$ cat src/dooc_pkg.sv
// Purpose: Shared constants and carrier types for the digital output override block
// Assumes: Entries are addressed by a 16-bit index and an 8-bit subindex
// Notes:   Output level bits start at bit 16 of every 32-bit control word
package dooc_pkg;

   // Entry indices
   localparam logic [15:0] IDX_OUT_CTRL  = 16'h3250;
   localparam logic [15:0] IDX_ROUTING   = 16'h3252;

   // Subindices of the output control entry
   localparam logic [7:0]  SUB_COUNT     = 8'h00;
   localparam logic [7:0]  SUB_UNUSED    = 8'h01;
   localparam logic [7:0]  SUB_INVERT    = 8'h02;
   localparam logic [7:0]  SUB_FORCE_EN  = 8'h03;
   localparam logic [7:0]  SUB_FORCE_LVL = 8'h04;
   localparam logic [7:0]  SUB_APPLIED   = 8'h05;
   localparam logic [7:0]  SUB_SPARE1    = 8'h06;
   localparam logic [7:0]  SUB_SPARE2    = 8'h07;
   localparam logic [7:0]  SUB_ROUTE_ON  = 8'h08;
   localparam logic [7:0]  SUB_LED_MASK  = 8'h09;

   // Subindices of the routing entry; selector n sits at SUB_SEL_BASE + n
   localparam logic [7:0]  SUB_SEL_BASE  = 8'h01;

   // Reset values
   localparam logic [7:0]  CTRL_COUNT_RST = 8'h09;
   localparam logic [31:0] WORD_RST       = 32'h0000_0000;
   localparam logic [31:0] LED_MASK_RST   = 32'h0fff_ffff;
   localparam logic [15:0] SEL_BRAKE_RST  = 16'h1080;
   localparam logic [15:0] SEL_OUT1_RST   = 16'h0090;
   localparam logic [15:0] SEL_OUT2_RST   = 16'h0091;
   localparam logic [15:0] SEL_OTHER_RST  = 16'h0000;

   // Field positions
   localparam int          LVL_LSB       = 16;
   localparam int          ROUTE_ON_BIT  = 0;
   localparam int          LED_GREEN_BIT = 0;
   localparam int          LED_RED_BIT   = 1;

   typedef struct packed {
      logic        wr;
      logic        rd;
      logic [15:0] index;
      logic [7:0]  sub;
      logic [31:0] wdata;
   } dooc_od_req_t;

   typedef struct packed {
      logic        valid;
      logic        err;
      logic [31:0] rdata;
   } dooc_od_rsp_t;

endpackage

$ cat src/dooc_out_ctrl.sv
// Purpose: Digital output override, routing and indicator enable control
// Assumes: Requests, requested levels, route sources and blink sources share sys_clk_i
// Notes:   Output 0 is the brake, outputs 1 and 2 follow; level bit of output n is bit 16+n
// What this block does
// - Low sixteen bits of each control word are special functions, upper sixteen output levels.
// - A set inversion bit inverts the sense of its output.
// - A set force-enable bit drives the output from the force-value word.
// - The forced value passes through inversion: with inversion clear, zero gives low level and one high.
// - The applied output pattern is kept in the raw-value word for reading.
// - Routing-enable set to one makes each output follow its assigned source.
// - While routing is on, unused, inversion, force-enable and force-value entries are ignored.
// - A zero LED mask bit keeps that indicator dark.
// - Every output, brake included, has a routing selector naming its source.
// - After reset the selectors hold the default brake, first and second source codes.
`timescale 1ns/1ns
module dooc_out_ctrl
   import dooc_pkg::*;
#(
   parameter int NOUT  = 3,
   parameter int SRC_W = 8
) (
   // Clock and reset
   input  wire logic                  sys_clk_i,
   input  wire logic                  rst_n_i,
   // Object dictionary access
   input  wire dooc_od_req_t          od_req_i,
   output      dooc_od_rsp_t          od_rsp_o,
   // Level sources
   input  wire logic [31:0]           phys_out_req_i,
   input  wire logic [2**SRC_W-1:0]   route_src_i,
   input  wire logic                  run_blink_i,
   input  wire logic                  fault_blink_i,
   // Outputs
   output      logic [NOUT-1:0]       out_level_o,
   output      logic                  green_run_indicator_o,
   output      logic                  red_fault_indicator_o
);

   logic [31:0]           output_unused_word;
   logic [31:0]           output_invert_mask;
   logic [31:0]           output_force_mask;
   logic [31:0]           output_force_level;
   logic [31:0]           output_applied_pattern;
   logic [31:0]           output_routing_switch;
   logic [31:0]           indicator_led_mask;
   logic [15:0]           src_sel [NOUT];
   logic [NOUT-1:0]       next_level;
   logic [31:0]           next_applied;
   logic [31:0]           rd_word;
   logic                  rd_hit;
   dooc_od_rsp_t          next_rsp;

   function automatic logic [15:0] sel_reset(input int n);
      case (n)
         0:       sel_reset = SEL_BRAKE_RST;
         1:       sel_reset = SEL_OUT1_RST;
         2:       sel_reset = SEL_OUT2_RST;
         default: sel_reset = SEL_OTHER_RST;
      endcase
   endfunction

   // Decode
   wire   hit_ctrl  = (od_req_i.index == IDX_OUT_CTRL);
   wire   hit_rt    = (od_req_i.index == IDX_ROUTING);
   wire   wr_ctrl   = od_req_i.wr & hit_ctrl;
   wire   wr_rt     = od_req_i.wr & hit_rt;
   wire   route_on  = output_routing_switch[ROUTE_ON_BIT];
   // Override entries freeze while routed so a stray write cannot bite after routing ends
   wire   ovr_open  = ~route_on;
   wire   we_unused = wr_ctrl & (od_req_i.sub == SUB_UNUSED) & ovr_open;
   wire   we_invert = wr_ctrl & (od_req_i.sub == SUB_INVERT) & ovr_open;
   wire   we_fmask  = wr_ctrl & (od_req_i.sub == SUB_FORCE_EN) & ovr_open;
   wire   we_flevel = wr_ctrl & (od_req_i.sub == SUB_FORCE_LVL) & ovr_open;
   // Routing and LED entries stay writable while routed, or routing could never be left
   wire   we_route  = wr_ctrl & (od_req_i.sub == SUB_ROUTE_ON);
   wire   we_led    = wr_ctrl & (od_req_i.sub == SUB_LED_MASK);
   wire   sel_sub   = (od_req_i.sub >= SUB_SEL_BASE) &&
                      (od_req_i.sub < SUB_SEL_BASE + 8'(NOUT));
   wire   [7:0] sel_idx = od_req_i.sub - SUB_SEL_BASE;

   // Per-output level path and routing selector
   genvar gi;
   generate
      for (gi = 0; gi < NOUT; gi++) begin : g_out
         wire req_lvl  = phys_out_req_i[LVL_LSB+gi];
         wire forced   = output_force_mask[LVL_LSB+gi] ?
                         output_force_level[LVL_LSB+gi] : req_lvl;
         wire plain    = forced ^ output_invert_mask[LVL_LSB+gi];
         // Selector held locally so each register has a single writing process
         logic [15:0] sel_q;
         wire routed   = route_src_i[src_sel[gi][SRC_W-1:0]];
         assign next_level[gi] = route_on ? routed : plain;
         assign src_sel[gi]    = sel_q;

         always_ff @(posedge sys_clk_i) begin
            if (!rst_n_i) begin
               sel_q <= sel_reset(gi);
            end else if (wr_rt && (sel_idx == 8'(gi))) begin
               sel_q <= od_req_i.wdata[15:0];
            end
         end
      end
   endgenerate

   assign next_applied = {{(32-LVL_LSB-NOUT){1'b0}}, next_level, {LVL_LSB{1'b0}}};

   // Control words
   always_ff @(posedge sys_clk_i) begin
      if (!rst_n_i) begin
         output_unused_word    <= WORD_RST;
         output_invert_mask    <= WORD_RST;
         output_force_mask     <= WORD_RST;
         output_force_level    <= WORD_RST;
         output_routing_switch <= WORD_RST;
         indicator_led_mask    <= LED_MASK_RST;
      end else begin
         if (we_unused) output_unused_word <= od_req_i.wdata;
         if (we_invert) output_invert_mask <= od_req_i.wdata;
         if (we_fmask) output_force_mask <= od_req_i.wdata;
         if (we_flevel) output_force_level <= od_req_i.wdata;
         if (we_route) output_routing_switch <= od_req_i.wdata;
         if (we_led) indicator_led_mask <= od_req_i.wdata;
      end
   end

   // Applied pattern is refreshed every cycle, so a write to it has no lasting effect
   always_ff @(posedge sys_clk_i) begin
      if (!rst_n_i) begin
         output_applied_pattern <= WORD_RST;
         green_run_indicator_o  <= 1'b0;
         red_fault_indicator_o  <= 1'b0;
      end else begin
         output_applied_pattern <= next_applied;
         green_run_indicator_o  <= indicator_led_mask[LED_GREEN_BIT] & run_blink_i;
         red_fault_indicator_o  <= indicator_led_mask[LED_RED_BIT] & fault_blink_i;
      end
   end

   assign out_level_o = output_applied_pattern[LVL_LSB +: NOUT];

   // Read selection; spare entries read as zero
   always_comb begin
      rd_word = 32'h0000_0000;
      rd_hit  = 1'b1;
      if (hit_ctrl) begin
         unique case (od_req_i.sub)
            SUB_COUNT:     rd_word = {24'h00_0000, CTRL_COUNT_RST};
            SUB_UNUSED:    rd_word = output_unused_word;
            SUB_INVERT:    rd_word = output_invert_mask;
            SUB_FORCE_EN:  rd_word = output_force_mask;
            SUB_FORCE_LVL: rd_word = output_force_level;
            SUB_APPLIED:   rd_word = output_applied_pattern;
            SUB_SPARE1:    rd_word = 32'h0000_0000;
            SUB_SPARE2:    rd_word = 32'h0000_0000;
            SUB_ROUTE_ON:  rd_word = output_routing_switch;
            SUB_LED_MASK:  rd_word = indicator_led_mask;
            default:       rd_hit  = 1'b0;
         endcase
      end else if (hit_rt) begin
         if (od_req_i.sub == SUB_COUNT) begin
            rd_word = {24'h00_0000, 8'(NOUT)};
         end else if (sel_sub) begin
            rd_word = {16'h0000, src_sel[sel_idx[$clog2(NOUT+1)-1:0]]};
         end else begin
            rd_hit = 1'b0;
         end
      end else begin
         rd_hit = 1'b0;
      end
   end

   // Writes to counts are refused as errors; unknown entries answer error with zero data
   wire wr_ro = od_req_i.wr & (hit_ctrl | hit_rt) & (od_req_i.sub == SUB_COUNT);

   always_comb begin
      next_rsp.valid = od_req_i.rd | od_req_i.wr;
      next_rsp.err   = (od_req_i.rd | od_req_i.wr) & (~rd_hit | wr_ro);
      next_rsp.rdata = (od_req_i.rd & rd_hit) ? rd_word : 32'h0000_0000;
   end

   always_ff @(posedge sys_clk_i) begin
      if (!rst_n_i) begin
         od_rsp_o <= '0;
      end else begin
         od_rsp_o <= next_rsp;
      end
   end

   // Checks below name outputs 1 and 2 directly, so they need NOUT of at least 3
   wire [15:0] sel0_src = src_sel[0];
   wire [15:0] sel1_src = src_sel[1];
   wire [15:0] sel2_src = src_sel[2];
endmodule

$ cat config.mk
export PLATFORM = sky130hd
export DESIGN_NAME = dooc_out_ctrl
export DESIGN_NICKNAME = d
export VERILOG_FILES = /design/src/dooc_pkg.sv /design/src/dooc_out_ctrl.sv
export SDC_FILE = /design/constraint.sdc
export NUM_CORES = 1
export LEC_CHECK = 0
export BUFFER_PORTS_ARGS = -buffer_cell sky130_fd_sc_hd__buf_2
export CORE_ASPECT_RATIO = 1.2
export CORE_MARGIN = 5
export CORE_UTILIZATION = 30
export DETAILED_ROUTE_END_ITERATION = 7
export PLACE_DENSITY = 0.57
export RECOVER_POWER = 25
export SLEW_MARGIN = 20
export SYNTH_ARGS = -nofsm -noshare
export SYNTH_HDL_FRONTEND = slang
export SYNTH_SLANG_ARGS = --single-unit
export TNS_END_PERCENT = 30
$ cat constraint.sdc
create_clock -name sys_clk_i -period 2.85 [get_ports sys_clk_i]
set_input_delay 0.1425 -clock sys_clk_i [delete_from_list [all_inputs] [get_ports sys_clk_i]]
set_output_delay 0.1425 -clock sys_clk_i [all_outputs]
set_load 0.02 [all_outputs]
==> run summary <==
Run status - finished with violations
Violated checks - capacitance limit, slew limit
Combinational cell fraction of total power - 10.9%
Transition time at the pin with the least slew margin - 1.94 ns
Total die area - 0.0652 mm²
Hold-fix buffers at CTS - 38
Worst-Skew Late Latency - 0.59 ns
Total clock buffers created by CTS - 31
Final core area utilization - 37.5%
Yosys synthesis warning count - 0
TritonCTS clock tree - done
Normalized max-slew margin - -29.0%
Async set or reset register ratio after synthesis - 0%
Final Setup Violations - 0
Post-route insts no fill - 3,166
Placeable Area - 0.0596 mm²
Count of input and output buffers - 359
Top FF cell, synth - dfxtp_1
Proportion of synthesized chip area in sequential cells - 31.0%
CP Class - flop to flop
Startpoint types - flop
Post-synthesis instance area - 0.0180 mm²
Die Height - 279 µm
I/O pins - 389
Static Leakage - 7.72 nW
Final max-slew violation count - 208
Number of iterations in the first detailed-routing pass - 8
Switch Pwr - 2.20 mW
Yosys reg bits - 279
Part of the total power dissipated in the clock network - 45.7%
Synthesized instance count - 1,996
Initial antenna violation count - 5
Post-layout min period - 2.69 ns
Site Rows - 98
Final setup skew - 0.0262 ns
Pwr/cell area - 403 mW/mm²
Pin count of the biggest net entering global routing - 208
Wire length of the first global-routing pass - 117,000 µm
Worst hold path endpoint - od_rsp_o[0]
Number of placed instances with taps included - 3,067
Nets - 2,693
Worst Hold Path Cells - 3
Final hold slack - 0.0578 ns
CTS Sinks - 279
Total wire length after detailed routing - 78,800 µm
RSZ-0062 raised after global routing - false
Drt via density - 5.74
Post-detail-place hpwl - 57,500 µm
DR WL/cell - 24.9 µm
Remaining number of nets flagged by the antenna check after routing - 0
Detailed-route DRC error count - 0
Capturing element type of the critical path - flop
Largest fanout of any net on the critical path - 18
H-tree levels - 1
Post-CTS clock slew at the launch and capture registers of the worst setup and hold paths - 0.07 ns
Startpoint of the most critical register-to-register path - g_out[1].sel_q[0]
Number of flops mapped to enable cells by yosys - 0
Avg Inst Size Synth - 9.04 µm²
Layout cell share with drive strength beyond 1 - 28.4%
Hold/Removal Path Class - input pin to flop
Area growth, synth to finish - 23.8%
GRT Residual Overflow - 0
Horizontal die dimension - 234 µm
Iteration-0 DRC Markers - 1,901
Final Hold Viols - 0
Reg2Reg Setup Slack - 0.16 ns
Worst ir drop on vdd - 0.413 mV
Cell at the root of the clock tree - clkbuf_16
Number of global-route vias before repair - 18,611
Buffers inserted by post-CTS timing repair - 0
Mapped Nets - 2,351
Post-route fraction of the period consumed by the critical path - 94.2%
Cts repair resizes - 0
Origin of the worst min-delay path - od_req_i[32]
Max-cap viol count - 1
Max Freq - 372 MHz
Gpl congestion - 0.962
Overall track demand over capacity in global routing - 23.2%
Fill cells - 6,061
Data required, critical path - 3.31 ns
Clock buffer depth - 3
Effective utilization at floorplan - 30.3%
Capture instance of the worst register-to-register path - output_applied_pattern[17]
Sequential share of power - 43.4%
Worst reg-to-reg path cell count - 7
Count of different cell masters after synthesis - 64
Cell-internal power - 6.80 mW
Via count - 18,187
Total Neg Setup Slack - 0 ns
Switching portion of total power - 24.5%
Data arrival time at the worst-slack endpoint - 3.14 ns
[cell usage after synthesis, types with 9 or more instances]
master	number	area (µm²)
mux2i_1	91	911
a21o_1	12	90.1
a21oi_1	47	235
nor3_1	11	55.1
a211oi_1	9	67.6
dfxtp_1	279	5590
o22ai_1	16	100
clkbuf_1	125	469
o31ai_1	9	67.6
o221ai_1	18	158
and2_1	17	106
nand3_1	51	255
a22oi_1	31	233
inv_1	10	37.5
buf_2	55	275
buf_4	13	97.6
o21ai_0	29	145
a222oi_1	47	470
nand2_1	567	2130
a31oi_1	25	156
a21boi_0	181	1360
nor2_1	46	173
a21boi_1	25	188
mux4_2	164	3690
[worst max path at each step]
stage / end / from / slack (ns) / cells past startpoint
global placement: output_applied_pattern[17] / g_out[1].sel_q[0] / 0.22 / 7
floorplan: output_applied_pattern[18] / g_out[2].sel_q[0] / 0.57 / 8
detailed placement: output_applied_pattern[17] / g_out[1].sel_q[0] / 0.20 / 7
global route: output_applied_pattern[17] / g_out[1].sel_q[0] / 0.03 / 8
CTS: output_applied_pattern[17] / g_out[1].sel_q[0] / 0.17 / 7
finish: output_applied_pattern[17] / g_out[1].sel_q[0] / 0.16 / 7
[sequential cells by signal (all words and copies together) (netlist names)]
register,count
output_applied_pattern,3
g_out.sel_q,48
od_rsp_o,34
green_run_indicator_o,1
output_force_level,32
output_routing_switch,32
output_unused_word,32
red_fault_indicator_o,1
indicator_led_mask,32
output_force_mask,32
output_invert_mask,32
[cell type report]
cell class              count  area, µm²  area share, %
multi-input cells        1503      11500           51.4
flip-flops and latches    279       5600           25.1
repair buffers            510       3140           14.1
well taps                 800       1000           4.48
clock buffers              45        918           4.11
clock inverters            13        129          0.577
inverters                  13       48.8          0.218
diodes                      3       7.51         0.0336
[critical path, cell delays in order, from the launching register on]
cell and delay [ns]:
dfxtp_4 0.61, buf_4 0.24, mux4_2 0.50, mux4_2 0.50
nand2_1 0.08, and4b_1 0.21, a31oi_1 0.05, a221o_1 0.33
[kinds of logic after synthesis]
logic type	Yosys count	synth area share (%)
buf+inv	214	5.40
flops	279	31.0
xor+xnor	4	0.194
compound gates	483	19.8
mux	263	26.0
fa+ha+maj	5	0.347
simple gates	748	17.3
[per-layer routing]
layer  GRT usage (%)  routed length, µm  vias up
li1                -                  -     8062
met1            29.1              30600     8904
met2            39.9              38500      999
met3            2.75               5380      222
met4            10.3               4260        0
met5               0                  0        -
[cell usage in the layout, fill, tap and decap left out, types with 7 or more instances in the layout]
cell type / count
and2_1: 17
clkbuf_8: 9
nand3_1: 51
nand2_1: 567
a21boi_1: 21
a211oi_1: 9
buf_2: 318
buf_4: 95
nor3_1: 12
nor2_1: 43
clkinv_2: 7
dfxtp_1: 273
nand2b_1: 7
mux4_2: 164
nor4_1: 7
nor3b_1: 7
a222oi_1: 47
mux2i_1: 91
nand4_1: 7
a21oi_1: 47
and3_1: 8
dlygate4sd3_1: 38
clkbuf_1: 46
o31ai_1: 9
a21boi_0: 185
a31oi_1: 25
a22oi_1: 31
o21ai_0: 29
buf_12: 14
clkbuf_16: 31
o22ai_1: 16
mux2_2: 8
a21o_1: 12
inv_1: 10
o221ai_1: 18
[stage by stage]
stage | worst slack [ns] | power (mW) | cell area [µm²]
6_report | 0.164 | 9.01 | 22300
5_1_grt | 0.0309 | 9.30 | 22300
4_1_cts | 0.169 | 9.06 | 22400
3_5_place_dp | 0.205 | 4.91 | 21000
3_3_place_gp | 0.223 | 4.90 | 21000
2_1_floorplan | 0.567 | 4.42 | 18000
[power groups by stage]
stage	Sequential, mW	Clock [mW]	Combinational [mW]
finish	3.91	4.12	0.981
floorplan	4.00	0	0.416
global placement	3.99	0	0.902
CTS	3.91	4.19	0.970
detailed placement	3.99	0	0.919
global route	3.91	4.35	1.04
No activity file was read; power rests on OpenSTA's default activity.
